--- src/core/cfsp_pkg.sv ---
// Shared constants and types for the CPU flag register and stack pointer.
// Assumes one 50 MHz clock and a partner sequencer on that same clock.
package cfsp_pkg;

    // ----------------------------------------------------------------
    // Constants
    // ----------------------------------------------------------------
    localparam logic [7:0] SP_HIGH = 8'h01;
    localparam logic [7:0] SP_TOP = 8'hff;
    localparam logic [15:0] SP_RESET = 16'h01ff;
    localparam int BIT_H = 4;
    localparam int BIT_I = 3;
    localparam int BIT_N = 2;
    localparam int BIT_Z = 1;
    localparam int BIT_C = 0;
    localparam int BIT_SIGN = 7;
    localparam logic [7:0] FLAG_FIXED = 8'he0;
    localparam logic [7:0] FLAG_RESET = 8'he8;
    localparam logic [2:0] ONE_BYTE = 3'h1;
    localparam logic [2:0] CALL_BYTES = 3'h2;
    localparam logic [2:0] INT_BYTES = 3'h5;
    localparam int CTX_W = 40;

    // ----------------------------------------------------------------
    // Types
    // ----------------------------------------------------------------
    typedef enum logic [3:0] {
        CMD_NOP = 4'h0, CMD_MASK_SET = 4'h1, CMD_UNMASK = 4'h2,
        CMD_CARRY_SET = 4'h3, CMD_CARRY_CLR = 4'h4, CMD_SP_RELOAD = 4'h5,
        CMD_SP_LOAD = 4'h6, CMD_PUSH = 4'h7, CMD_POP = 4'h8,
        CMD_PUSH_FLAGS = 4'h9, CMD_POP_FLAGS = 4'ha, CMD_CALL = 4'hb,
        CMD_RET = 4'hc, CMD_INT_ENTRY = 4'hd, CMD_RETURN_FROM_HANDLER = 4'he, CMD_TRAP = 4'hf
    } cfsp_cmd_t;

    typedef enum logic [1:0] {
        ST_IDLE = 2'b00, ST_PUSH = 2'b01, ST_POPA = 2'b10, ST_POPD = 2'b11
    } cfsp_state_t;

    typedef struct packed {
        cfsp_cmd_t cmd;
        logic [7:0] data;
        logic [15:0] pc;
        logic [7:0] x;
        logic [7:0] acc;
    } cfsp_req_t;

    typedef struct packed {
        logic valid;
        logic isAdd;
        logic updC;
        logic [7:0] opA;
        logic [7:0] opB;
        logic [7:0] result;
        logic carry;
    } cfsp_alu_t;

    typedef struct packed {
        logic [15:0] pc;
        logic [7:0] x;
        logic [7:0] acc;
    } cfsp_ctx_t;

endpackage

--- src/core/cfsp_stack_ram.sv ---
// Stack memory with one write port and a registered read port.
// Assumes the owner never needs the written byte back in the same cycle.
`timescale 1ns/1ps
module cfsp_stack_ram #(
    parameter int AW = 8,
    parameter int DW = 8
) (
    input wire logic clk,
    input wire logic rst_b,
    input wire logic wrEn,
    input wire logic [AW-1:0] wrAddr,
    input wire logic [DW-1:0] wrData,
    input wire logic [AW-1:0] rdAddr,
    output logic [DW-1:0] rdData_ff
);

    logic [DW-1:0] mem [2**AW];

    always_ff @(posedge clk) begin
        if (wrEn) begin
            mem[wrAddr] <= wrData;
        end
    end

    always_ff @(posedge clk or negedge rst_b) begin
        if (!rst_b) begin
            rdData_ff <= '0;
        end else begin
            rdData_ff <= mem[rdAddr];
        end
    end

endmodule

--- src/core/cfsp_flags_stack.sv ---
// Flag register, stack pointer, stack sequencer and pending interrupt latch.
// Assumes the execution unit issues one request at a time while busy_ff is low.
`timescale 1ns/1ps
module cfsp_flags_stack #(
    parameter int IRQ_NUM = 4
) (
    input wire logic clk,
    input wire logic rst_b,
    input wire logic reqValid,
    input wire cfsp_pkg::cfsp_req_t req,
    input wire cfsp_pkg::cfsp_alu_t alu,
    input wire logic [IRQ_NUM-1:0] irqReq,
    output logic busy_ff,
    output logic done_ff,
    output logic [7:0] flags_ff,
    output logic [15:0] sp_ff,
    output logic [7:0] popData_ff,
    output cfsp_pkg::cfsp_ctx_t ctx_ff,
    output logic irqTake_ff,
    output logic [((IRQ_NUM > 1) ? $clog2(IRQ_NUM) : 1)-1:0] irqId_ff
);

    localparam int IDW = (IRQ_NUM > 1) ? $clog2(IRQ_NUM) : 1;

    if (IRQ_NUM < 1 || IRQ_NUM > 8) begin : g_bad_irq_num
        $error("IRQ_NUM must lie between 1 and 8");
    end

    // ----------------------------------------------------------------
    // Request decode
    // ----------------------------------------------------------------
    cfsp_pkg::cfsp_state_t state_ff, nxt_state;
    cfsp_pkg::cfsp_cmd_t kind_ff;
    logic [2:0] cnt_ff;
    logic [cfsp_pkg::CTX_W-1:0] pushSh_ff, popSh_ff, popNew;
    logic [IRQ_NUM-1:0] pend_ff;
    logic [7:0] ramRd, rdAddr, halfX;
    logic acc, lastPush, lastPop, restore, entry, aluOnly;
    logic [IDW-1:0] topId;
    logic anyPend;

    function automatic logic [2:0] byteCount(input cfsp_pkg::cfsp_cmd_t c);
        unique case (c)
            cfsp_pkg::CMD_PUSH, cfsp_pkg::CMD_POP,
            cfsp_pkg::CMD_PUSH_FLAGS, cfsp_pkg::CMD_POP_FLAGS: byteCount = cfsp_pkg::ONE_BYTE;
            cfsp_pkg::CMD_CALL, cfsp_pkg::CMD_RET: byteCount = cfsp_pkg::CALL_BYTES;
            cfsp_pkg::CMD_INT_ENTRY, cfsp_pkg::CMD_TRAP,
            cfsp_pkg::CMD_RETURN_FROM_HANDLER: byteCount = cfsp_pkg::INT_BYTES;
            default: byteCount = 3'h0;
        endcase
    endfunction

    function automatic logic isPop(input cfsp_pkg::cfsp_cmd_t c);
        isPop = (c == cfsp_pkg::CMD_POP) || (c == cfsp_pkg::CMD_POP_FLAGS)
            || (c == cfsp_pkg::CMD_RET) || (c == cfsp_pkg::CMD_RETURN_FROM_HANDLER);
    endfunction

    assign acc = reqValid && !busy_ff;
    assign entry = acc && (req.cmd == cfsp_pkg::CMD_INT_ENTRY || req.cmd == cfsp_pkg::CMD_TRAP);
    assign popNew = {popSh_ff[cfsp_pkg::CTX_W-9:0], ramRd};
    assign lastPush = (state_ff == cfsp_pkg::ST_PUSH) && (cnt_ff == cfsp_pkg::ONE_BYTE);
    assign lastPop = (state_ff == cfsp_pkg::ST_POPD) && (cnt_ff == cfsp_pkg::ONE_BYTE);
    assign restore = lastPop && (kind_ff == cfsp_pkg::CMD_POP_FLAGS || kind_ff == cfsp_pkg::CMD_RETURN_FROM_HANDLER);
    assign aluOnly = alu.valid && !restore;
    assign rdAddr = sp_ff[7:0] + 8'h01;
    assign halfX = alu.opA ^ alu.opB ^ alu.result;

    // ----------------------------------------------------------------
    // Stack sequencer
    // ----------------------------------------------------------------
    always_comb begin
        nxt_state = state_ff;
        unique case (state_ff)
            cfsp_pkg::ST_IDLE: begin
                if (acc && byteCount(req.cmd) != 3'h0) begin
                    nxt_state = isPop(req.cmd) ? cfsp_pkg::ST_POPA : cfsp_pkg::ST_PUSH;
                end
            end
            cfsp_pkg::ST_PUSH: begin
                if (lastPush) begin
                    nxt_state = cfsp_pkg::ST_IDLE;
                end
            end
            cfsp_pkg::ST_POPA: begin
                nxt_state = cfsp_pkg::ST_POPD;
            end
            cfsp_pkg::ST_POPD: begin
                nxt_state = lastPop ? cfsp_pkg::ST_IDLE : cfsp_pkg::ST_POPA;
            end
        endcase
    end

    always_ff @(posedge clk or negedge rst_b) begin
        if (!rst_b) begin
            state_ff <= cfsp_pkg::ST_IDLE;
            busy_ff <= 1'b0;
            cnt_ff <= 3'h0;
            kind_ff <= cfsp_pkg::CMD_NOP;
        end else begin
            state_ff <= nxt_state;
            busy_ff <= (nxt_state != cfsp_pkg::ST_IDLE);
            if (state_ff == cfsp_pkg::ST_IDLE && acc) begin
                cnt_ff <= byteCount(req.cmd);
                kind_ff <= req.cmd;
            end else if (state_ff == cfsp_pkg::ST_PUSH || state_ff == cfsp_pkg::ST_POPD) begin
                cnt_ff <= cnt_ff - 3'h1;
            end
        end
    end

    // Push bytes leave from the low end; the context byte order is RETURN_ADDRESS_LOW, PCH, X, A, flags.
    always_ff @(posedge clk or negedge rst_b) begin
        if (!rst_b) begin
            pushSh_ff <= '0;
        end else if (acc) begin
            unique case (req.cmd)
                cfsp_pkg::CMD_INT_ENTRY, cfsp_pkg::CMD_TRAP: begin
                    pushSh_ff <= {flags_ff, req.acc, req.x, req.pc};
                end
                cfsp_pkg::CMD_CALL: pushSh_ff <= {24'h0, req.pc};
                cfsp_pkg::CMD_PUSH: pushSh_ff <= {32'h0, req.data};
                cfsp_pkg::CMD_PUSH_FLAGS: pushSh_ff <= {32'h0, flags_ff};
                default: pushSh_ff <= pushSh_ff;
            endcase
        end else if (state_ff == cfsp_pkg::ST_PUSH) begin
            pushSh_ff <= {8'h00, pushSh_ff[cfsp_pkg::CTX_W-1:8]};
        end
    end

    // Popped bytes enter at the low end, so the layout mirrors the push layout.
    always_ff @(posedge clk or negedge rst_b) begin
        if (!rst_b) begin
            popSh_ff <= '0;
        end else if (acc) begin
            popSh_ff <= '0;
        end else if (state_ff == cfsp_pkg::ST_POPD) begin
            popSh_ff <= popNew;
        end
    end

    always_ff @(posedge clk or negedge rst_b) begin
        if (!rst_b) begin
            done_ff <= 1'b0;
            popData_ff <= 8'h00;
            ctx_ff <= '0;
        end else begin
            done_ff <= lastPush || lastPop;
            if (lastPop) begin
                popData_ff <= ramRd;
                if (kind_ff == cfsp_pkg::CMD_RET) begin
                    ctx_ff.pc <= popNew[15:0];
                end else if (kind_ff == cfsp_pkg::CMD_RETURN_FROM_HANDLER) begin
                    ctx_ff <= {popNew[15:0], popNew[23:16], popNew[31:24]};
                end
            end
        end
    end

    // ----------------------------------------------------------------
    // Stack pointer
    // ----------------------------------------------------------------
    // Only the low byte moves; eight-bit arithmetic gives the silent wrap.
    always_ff @(posedge clk or negedge rst_b) begin
        if (!rst_b) begin
            sp_ff <= cfsp_pkg::SP_RESET;
        end else if (acc && req.cmd == cfsp_pkg::CMD_SP_RELOAD) begin
            sp_ff <= {cfsp_pkg::SP_HIGH, cfsp_pkg::SP_TOP};
        end else if (acc && req.cmd == cfsp_pkg::CMD_SP_LOAD) begin
            sp_ff <= {cfsp_pkg::SP_HIGH, req.data};
        end else if (state_ff == cfsp_pkg::ST_PUSH) begin
            sp_ff <= {cfsp_pkg::SP_HIGH, sp_ff[7:0] - 8'h01};
        end else if (state_ff == cfsp_pkg::ST_POPA) begin
            sp_ff <= {cfsp_pkg::SP_HIGH, rdAddr};
        end
    end

    cfsp_stack_ram #(
        .AW(8),
        .DW(8)
    ) u_ram (
        .clk(clk),
        .rst_b(rst_b),
        .wrEn(state_ff == cfsp_pkg::ST_PUSH),
        .wrAddr(sp_ff[7:0]),
        .wrData(pushSh_ff[7:0]),
        .rdAddr(rdAddr),
        .rdData_ff(ramRd)
    );

    // ----------------------------------------------------------------
    // Flag register
    // ----------------------------------------------------------------
    always_ff @(posedge clk or negedge rst_b) begin
        if (!rst_b) begin
            flags_ff <= cfsp_pkg::FLAG_RESET;
        end else if (restore) begin
            flags_ff <= popNew[7:0] | cfsp_pkg::FLAG_FIXED;
            if (kind_ff == cfsp_pkg::CMD_RETURN_FROM_HANDLER) begin
                flags_ff <= {popNew[39:36] | cfsp_pkg::FLAG_FIXED[7:4], 1'b0, popNew[34:32]};
            end
        end else begin
            if (alu.valid) begin
                flags_ff[cfsp_pkg::BIT_N] <= alu.result[cfsp_pkg::BIT_SIGN];
                flags_ff[cfsp_pkg::BIT_Z] <= (alu.result == 8'h00);
                if (alu.isAdd) begin
                    flags_ff[cfsp_pkg::BIT_H] <= halfX[cfsp_pkg::BIT_H];
                end
                if (alu.isAdd || alu.updC) begin
                    flags_ff[cfsp_pkg::BIT_C] <= alu.carry;
                end
            end
            if (acc) begin
                unique case (req.cmd)
                    cfsp_pkg::CMD_MASK_SET, cfsp_pkg::CMD_INT_ENTRY,
                    cfsp_pkg::CMD_TRAP: flags_ff[cfsp_pkg::BIT_I] <= 1'b1;
                    cfsp_pkg::CMD_UNMASK: flags_ff[cfsp_pkg::BIT_I] <= 1'b0;
                    cfsp_pkg::CMD_CARRY_SET: flags_ff[cfsp_pkg::BIT_C] <= 1'b1;
                    cfsp_pkg::CMD_CARRY_CLR: flags_ff[cfsp_pkg::BIT_C] <= 1'b0;
                    default: flags_ff[cfsp_pkg::BIT_I] <= flags_ff[cfsp_pkg::BIT_I];
                endcase
            end
        end
    end

    // ----------------------------------------------------------------
    // Pending interrupts
    // ----------------------------------------------------------------
    // A new request in the cycle of its own entry clear is kept.
    for (genvar i = 0; i < IRQ_NUM; i++) begin : g_pend
        always_ff @(posedge clk or negedge rst_b) begin
            if (!rst_b) begin
                pend_ff[i] <= 1'b0;
            end else if (irqReq[i]) begin
                pend_ff[i] <= 1'b1;
            end else if (acc && req.cmd == cfsp_pkg::CMD_INT_ENTRY && req.data[IDW-1:0] == IDW'(i)) begin
                pend_ff[i] <= 1'b0;
            end
        end
    end

    always_comb begin
        topId = '0;
        anyPend = |pend_ff;
        for (int k = IRQ_NUM - 1; k >= 0; k--) begin
            if (pend_ff[k]) begin
                topId = IDW'(k);
            end
        end
    end

    // The running handler's priority plays no part: with the mask clear, the lowest-numbered pending source is offered.
    always_ff @(posedge clk or negedge rst_b) begin
        if (!rst_b) begin
            irqTake_ff <= 1'b0;
            irqId_ff <= '0;
        end else begin
            irqTake_ff <= anyPend && !flags_ff[cfsp_pkg::BIT_I] && !busy_ff && !acc;
            irqId_ff <= topId;
        end
    end

    // ----------------------------------------------------------------
    // Assertions
    // ----------------------------------------------------------------
    AST_HALF_CARRY: assert property (@(posedge clk) disable iff (!rst_b)
        aluOnly && alu.isAdd |=> flags_ff[cfsp_pkg::BIT_H] == $past(halfX[cfsp_pkg::BIT_H]))
        else $error("nibble carry flag wrong after add");
    AST_ENTRY_MASKS: assert property (@(posedge clk) disable iff (!rst_b)
        entry |=> flags_ff[cfsp_pkg::BIT_I] && busy_ff)
        else $error("mask not set on handler entry");
    AST_UNMASK: assert property (@(posedge clk) disable iff (!rst_b)
        acc && req.cmd == cfsp_pkg::CMD_UNMASK && !restore |=> !flags_ff[cfsp_pkg::BIT_I])
        else $error("unmask did not clear the mask");
    AST_PEND_HELD: assert property (@(posedge clk) disable iff (!rst_b)
        pend_ff[0] && !(acc && req.cmd == cfsp_pkg::CMD_INT_ENTRY) |=> pend_ff[0])
        else $error("pending request lost");
    AST_RETURN_FROM_HANDLER_CLEARS: assert property (@(posedge clk) disable iff (!rst_b)
        restore && kind_ff == cfsp_pkg::CMD_RETURN_FROM_HANDLER |=> !flags_ff[cfsp_pkg::BIT_I] && done_ff)
        else $error("handler return left mask set");
    AST_TAKE: assert property (@(posedge clk) disable iff (!rst_b)
        anyPend && !flags_ff[cfsp_pkg::BIT_I] && !busy_ff && !acc |=> irqTake_ff)
        else $error("unmasked pending request not offered");
    AST_SIGN_ZERO: assert property (@(posedge clk) disable iff (!rst_b)
        aluOnly |=> flags_ff[cfsp_pkg::BIT_N] == $past(alu.result[7])
            && flags_ff[cfsp_pkg::BIT_Z] == ($past(alu.result) == 8'h00))
        else $error("sign or zero flag wrong");
    AST_CARRY_SET: assert property (@(posedge clk) disable iff (!rst_b)
        acc && req.cmd == cfsp_pkg::CMD_CARRY_SET && !restore |=> flags_ff[cfsp_pkg::BIT_C])
        else $error("carry not forced high");
    AST_SP_HIGH: assert property (@(posedge clk) disable iff (!rst_b)
        sp_ff[15:8] == cfsp_pkg::SP_HIGH && flags_ff[7:5] == 3'h7)
        else $error("fixed pointer or flag bits changed");
    AST_PUSH_DEC: assert property (@(posedge clk) disable iff (!rst_b)
        state_ff == cfsp_pkg::ST_PUSH |=> sp_ff[7:0] == $past(sp_ff[7:0]) - 8'h01)
        else $error("pointer not decremented after push");
    AST_INT_FIVE: assert property (@(posedge clk) disable iff (!rst_b)
        entry |-> ##6 (done_ff && sp_ff[7:0] == $past(sp_ff[7:0], 6) - 8'h05))
        else $error("handler entry did not take five bytes");
    AST_RELOAD: assert property (@(posedge clk) disable iff (!rst_b)
        acc && req.cmd == cfsp_pkg::CMD_SP_RELOAD |=> sp_ff == cfsp_pkg::SP_RESET)
        else $error("pointer reload wrong");

    AST_MASK_SET: assert property (@(posedge clk) disable iff (!rst_b)
        acc && req.cmd == cfsp_pkg::CMD_MASK_SET |=> flags_ff[cfsp_pkg::BIT_I])
        else $error("mask set did not set the mask");
    AST_CARRY_CLR: assert property (@(posedge clk) disable iff (!rst_b)
        acc && req.cmd == cfsp_pkg::CMD_CARRY_CLR |=> !flags_ff[cfsp_pkg::BIT_C])
        else $error("carry not forced low");
    AST_CARRY_ALU: assert property (@(posedge clk) disable iff (!rst_b)
        aluOnly && (alu.isAdd || alu.updC) && !acc |=> flags_ff[cfsp_pkg::BIT_C] == $past(alu.carry))
        else $error("carry flag did not follow the result");
    AST_POP_INC: assert property (@(posedge clk) disable iff (!rst_b)
        state_ff == cfsp_pkg::ST_POPA |=> sp_ff[7:0] == $past(sp_ff[7:0]) + 8'h01)
        else $error("pointer not incremented before pop");
    AST_CALL_TWO: assert property (@(posedge clk) disable iff (!rst_b)
        acc && req.cmd == cfsp_pkg::CMD_CALL |-> ##3 (done_ff && sp_ff[7:0] == $past(sp_ff[7:0], 3) - 8'h02))
        else $error("call did not take two bytes");
    AST_RET_TWO: assert property (@(posedge clk) disable iff (!rst_b)
        acc && req.cmd == cfsp_pkg::CMD_RET |-> ##5 (done_ff && sp_ff[7:0] == $past(sp_ff[7:0], 5) + 8'h02))
        else $error("return did not release two bytes");
    AST_POP_FLAGS: assert property (@(posedge clk) disable iff (!rst_b)
        restore && kind_ff == cfsp_pkg::CMD_POP_FLAGS |=> flags_ff == ($past(ramRd) | cfsp_pkg::FLAG_FIXED))
        else $error("flag register not restored from the stack");
    AST_RETURN_FROM_HANDLER_FLAGS: assert property (@(posedge clk) disable iff (!rst_b)
        restore && kind_ff == cfsp_pkg::CMD_RETURN_FROM_HANDLER |=> flags_ff
            == (($past(popSh_ff[31:24]) | cfsp_pkg::FLAG_FIXED) & ~(8'h01 << cfsp_pkg::BIT_I)))
        else $error("handler return restored the wrong flags");
    AST_SP_LOAD: assert property (@(posedge clk) disable iff (!rst_b)
        acc && req.cmd == cfsp_pkg::CMD_SP_LOAD |=> sp_ff == {cfsp_pkg::SP_HIGH, $past(req.data)})
        else $error("pointer low byte not loaded");
    AST_MASK_BLOCKS: assert property (@(posedge clk) disable iff (!rst_b)
        flags_ff[cfsp_pkg::BIT_I] |=> !irqTake_ff)
        else $error("request offered while masked");
    AST_PEND_SET: assert property (@(posedge clk) disable iff (!rst_b)
        irqReq[0] |=> pend_ff[0])
        else $error("interrupt request not latched");

    COV_ENTRY: cover property (@(posedge clk) disable iff (!rst_b) entry ##6 done_ff);
    COV_RETURN_FROM_HANDLER: cover property (@(posedge clk) disable iff (!rst_b) restore && kind_ff == cfsp_pkg::CMD_RETURN_FROM_HANDLER);
    COV_TAKE: cover property (@(posedge clk) disable iff (!rst_b) irqTake_ff);
    COV_WRAP: cover property (@(posedge clk) disable iff (!rst_b)
        state_ff == cfsp_pkg::ST_PUSH && sp_ff[7:0] == 8'h00);
    COV_TRAP: cover property (@(posedge clk) disable iff (!rst_b) acc && req.cmd == cfsp_pkg::CMD_TRAP);

endmodule

--- config.mk ---
export PLATFORM = sky130hd
export DESIGN_NAME = cfsp_flags_stack
export DESIGN_NICKNAME = d
export VERILOG_FILES = /design/src/core/cfsp_pkg.sv /design/src/core/cfsp_stack_ram.sv /design/src/core/cfsp_flags_stack.sv
export SDC_FILE = /design/constraint.sdc
export NUM_CORES = 2
export LEC_CHECK = 0
export BUFFER_PORTS_ARGS = -buffer_cell sky130_fd_sc_hd__buf_4
export CAP_MARGIN = 0
export CORE_MARGIN = 1
export CORE_UTILIZATION = 43
export DETAILED_ROUTE_END_ITERATION = 10
export HOLD_SLACK_MARGIN = 0.15
export PLACE_DENSITY_LB_ADDON = 0.05
export SYNTH_ARGS = -nofsm -noshare
export SYNTH_HDL_FRONTEND = slang
export SYNTH_SLANG_ARGS = --single-unit
--- constraint.sdc ---
create_clock -name clk -period 5.4 [get_ports clk]
set_input_delay 0.54 -clock clk [delete_from_list [all_inputs] [get_ports clk]]
set_output_delay 0.54 -clock clk [all_outputs]
set_load 0.02 [all_outputs]
==> metrics.md <==
| Metric | Value |
|---|---|
| Ys flop type | `edfxtp_1` |
| Critical path launch point | `sp_ff[0]$_DFFE_PN1P_` |
| Initial antenna violation count | `3` |
| Port buffer count | `122` |
| Num CTS Buffers | `228` |
| Final instance area | `0.0983 mm²` |
| CP peak stage delay | `780 ps` |
| Sequential Power Share | `35.9%` |
| Peak VDD IR | `0.000913 V` |
| GR Util All Layers | `22.1%` |
| Crit Reg-Reg Endpoint | `u_ram.rdData_ff[1]$_DFF_PN0_` |
| Actual slew at the worst max-slew pin | `1120 ps` |
| Dpl cell area | `0.0903 mm²` |
| Period utilization | `80.6%` |
| Core Region | `0.198 mm²` |
| Root buffer cell | `clkbuf_16` |
| Die W | `449 µm` |
| Post-synthesis adder-cell area fraction | `0.175%` |
| Final Util | `49.6%` |
| WL met3 | `12.3 mm` |
| Post-Synth XOR/XNOR Area | `0.211%` |
| DR pass1 iterations | `5` |
| Final global-route overflow total | `0` |
| Critical path class | `register to register` |
| M1 wire length | `97.1 mm` |
| Post-synth EDFFs | `2,048` |
| Sw Share | `36.8%` |
| Power Density | `616 mW/mm²` |
| Crit path to | `u_ram.rdData_ff[1]$_DFF_PN0_` |
| Clk sinks | `2,193` |
| RSZ-0062 raised after global routing | `no` |
| Post-synthesis compound-gate area fraction | `2.27%` |
| Crit path cell chain | `inv_1 > ha_4 > buf_12 > mux4_2 > nand2_1 > nand3_1 > nand2_1 > o22ai_1 > a221oi_1 > buf_4 > o221ai_1` |
| Routed vias/inst | `5.67` |
| Avg Inst Size Synth | `19.1 µm²` |
| Die area | `0.202 mm²` |
| Fin. max-slew vios | `0` |
| Initial DRC count | `3,755` |
| Max Clock Freq | `0.230 GHz` |
| Psw | `0.0223 W` |
| Simple-gate share of the synthesized area | `5.03%` |
| Max-Cap Viols | `0` |
| H-tree levels | `4` |
| Run status | `completed` |
| Starting density of the core | `43.4%` |
| Logic pwr share | `38.2%` |
| CP required | `6080 ps` |
| Max layer used | `met4` |
| Final setup viols | `0` |
| Most frequent cells in the layout | `edfxtp_1 (2,048), mux4_2 (512), nand2_1 (502), nor2_1 (312), clkbuf_16 (232)` |
| Cell taking the most area after synthesis | `edfxtp_1` |
| I/O pins | `148` |
| Slew HR | `25.4%` |
| Seq/Total Area, Yosys | `75.8%` |
| Detail Route Antenna Nets | `0` |
| Share of layout cells above drive strength 1 | `23.4%` |
| Net count, final | `4,823` |
| Vias in the first global route | `44,252` |
| Skew-Pair Late Insertion Delay | `860 ps` |
| Largest family of logic cells by synthesized area | `multiplexers` |
| Clock share of power | `25.9%` |
| Final min period | `4350 ps` |
| Die Span Y | `449 µm` |
| Drt total wl | `223 mm` |
| GPL Wtd Cong | `0.802` |
| Clk slew on worst S/H paths | `60 ps` |
| Async S/R FF share, synth | `6.61%` |
| Synth top area share | `71.5%` |
| Routed vias | `42,880` |
| Power Internal | `0.0383 W` |
| Met2 Wirelength | `108 mm` |
| CP arrival | `5030 ps` |
| Yosys cell types | `52` |
| YS warnings | `0` |
| Most frequent CP cell | `nand2_1` |
| First-pass GRT wire length | `322 mm` |
| Largest net degree at the start of global routing | `157` |
| Crit-path slowest cell | `dfstp_4` |
| Row cnt | `163` |
| CTS tree | `built` |
| Commonest non-fill, non-tap cell in the layout | `edfxtp_1` |
| CP endpoint kind | `register` |
| Synth Instances | `4,489` |
| DPL Wire Length | `129 mm` |
| Number of synthesized register bits | `2,193` |
| Hold Path Class | `primary input to register` |
| Hold Vio Cnt, Final | `0` |
| Mapped Area | `0.0860 mm²` |
| CTS resizes | `0` |
| # DRC | `0` |
| FF-to-FF Start | `sp_ff[0]$_DFFE_PN1P_` |
| Clk_skew | `17.9 ps` |
| Reg2Reg Depth | `11` |
| Routed wire length per instance | `29.4 µm` |
| Mux contribution to synthesized area | `15.0%` |
| Static Leak | `32.4 nW` |
| CTS Buffer Depth | `3` |
| Area Overhead vs Synth | `14.3%` |
| Flop-to-flop setup slack | `1050 ps` |
| Setup_tns | `0 ps` |
| Critical path startpoint category | `register` |
| Critical path fanouts, max | `91` |
| Largest cells by area after synthesis | `edfxtp_1 (72%), mux4_2 (13%), dfrtp_1 (4.0%)` |
-- registers in the layout, summed over array words and instances, names as in the netlist --
signal / cells
u_ram.mem: 2048
pushSh_ff: 38
ctx_ff: 32
popSh_ff: 28
popData_ff: 8
sp_ff: 8
u_ram.rdData_ff: 8
flags_ff: 5
kind_ff: 4
pend_ff: 4
cnt_ff: 3
irqId_ff: 2
state_ff: 2
busy_ff: 1
done_ff: 1
irqTake_ff: 1
-- power by group through the flow --
stage / Combinational (W) / Sequential [W] / Clock [W]
2_1_floorplan: 0.0134 / 0.0228 / 0
6_report: 0.0231 / 0.0217 / 0.0157
3_3_place_gp: 0.0234 / 0.0221 / 0
5_1_grt: 0.0246 / 0.0218 / 0.0166
4_1_cts: 0.0235 / 0.0217 / 0.0160
3_5_place_dp: 0.0235 / 0.0221 / 0
-- synthesized netlist by cell type, drive strengths merged, types with 20 or more instances --
library cell  count
mux2             47
a22oi            94
clkbuf          164
dfrtp           136
mux4            512
nand2           504
nand3           181
a21oi            32
edfxtp         2048
buf             118
o21ai            46
o22ai            20
mux2i            84
nor2            316
o221ai           24
-- layer usage --
layer,global-route usage (%),vias up
li1,-,18523
met1,31.1,22923
met2,35.6,1135
met3,3.72,299
met4,6.32,0
met5,0,-
-- cell families (layout without fill, tap and decap cells) --
group	count (synthesis)	after routing
flip-flops	2193	2193
AND/OR/NAND/NOR	1052	1052
multiplexers	643	643
buffers and inverters	292	715
AO/OA/AOI/OAI	276	276
XOR/XNOR	19	19
adder cells (fa/ha/maj)	12	12
other	2	12
-- critical path: cells and delay by family (launching register included) --
kind | cells | cell delay (ps)
AND/OR/NAND/NOR | 3 | 390
adder cells (fa/ha/maj) | 1 | 560
buffers and inverters | 3 | 860
flip-flops | 1 | 780
AO/OA/AOI/OAI | 3 | 980
multiplexers | 1 | 440
-- area by class of cell --
cell class,count,area [µm²]
clock inverters,142,1410
flip-flops and latches,2193,65200
fillers,16292,99800
repair buffers,286,2640
multi-input cells,2013,19700
diodes,1,2.50
inverters,10,37.5
clock buffers,277,5970
well taps,2640,3300
-- how the worst min path moves through the flow --
stage                                    startpoint                   endpoint  slack [ps]  cells after the start
after floorplan                               rst_b          busy_ff$_DFF_PN0_         240                      0
after global placement    pushSh_ff[38]$_DFFE_PN0P_  pushSh_ff[38]$_DFFE_PN0P_         460                      1
after detailed placement  pushSh_ff[38]$_DFFE_PN0P_  pushSh_ff[38]$_DFFE_PN0P_         470                      1
after CTS                                   req[17]   pushSh_ff[1]$_DFFE_PN0P_         160                      5
after global routing                        req[17]   pushSh_ff[1]$_DFFE_PN0P_         250                      5
final                                       req[17]   pushSh_ff[1]$_DFFE_PN0P_         240                      5
-- per-stage QoR --
stage | total power, W | hold WS, ps | setup WS (ps) | instances
finish | 0.0605 | 236 | 1050 | 7562
floorplan | 0.0362 | 244 | 1410 | 4498
global route | 0.0631 | 250 | 939 | 7562
detailed placement | 0.0456 | 466 | 1080 | 7083
CTS | 0.0613 | 160 | 1040 | 7561
global placement | 0.0455 | 457 | 1100 | 7083
-- what timing repair did --
action                    in CTS  in global routing
buffers inserted               0                  0
hold buffers                  59                  0
hold endpoints to repair     161                  0
(Power assumes the default switching activity.)
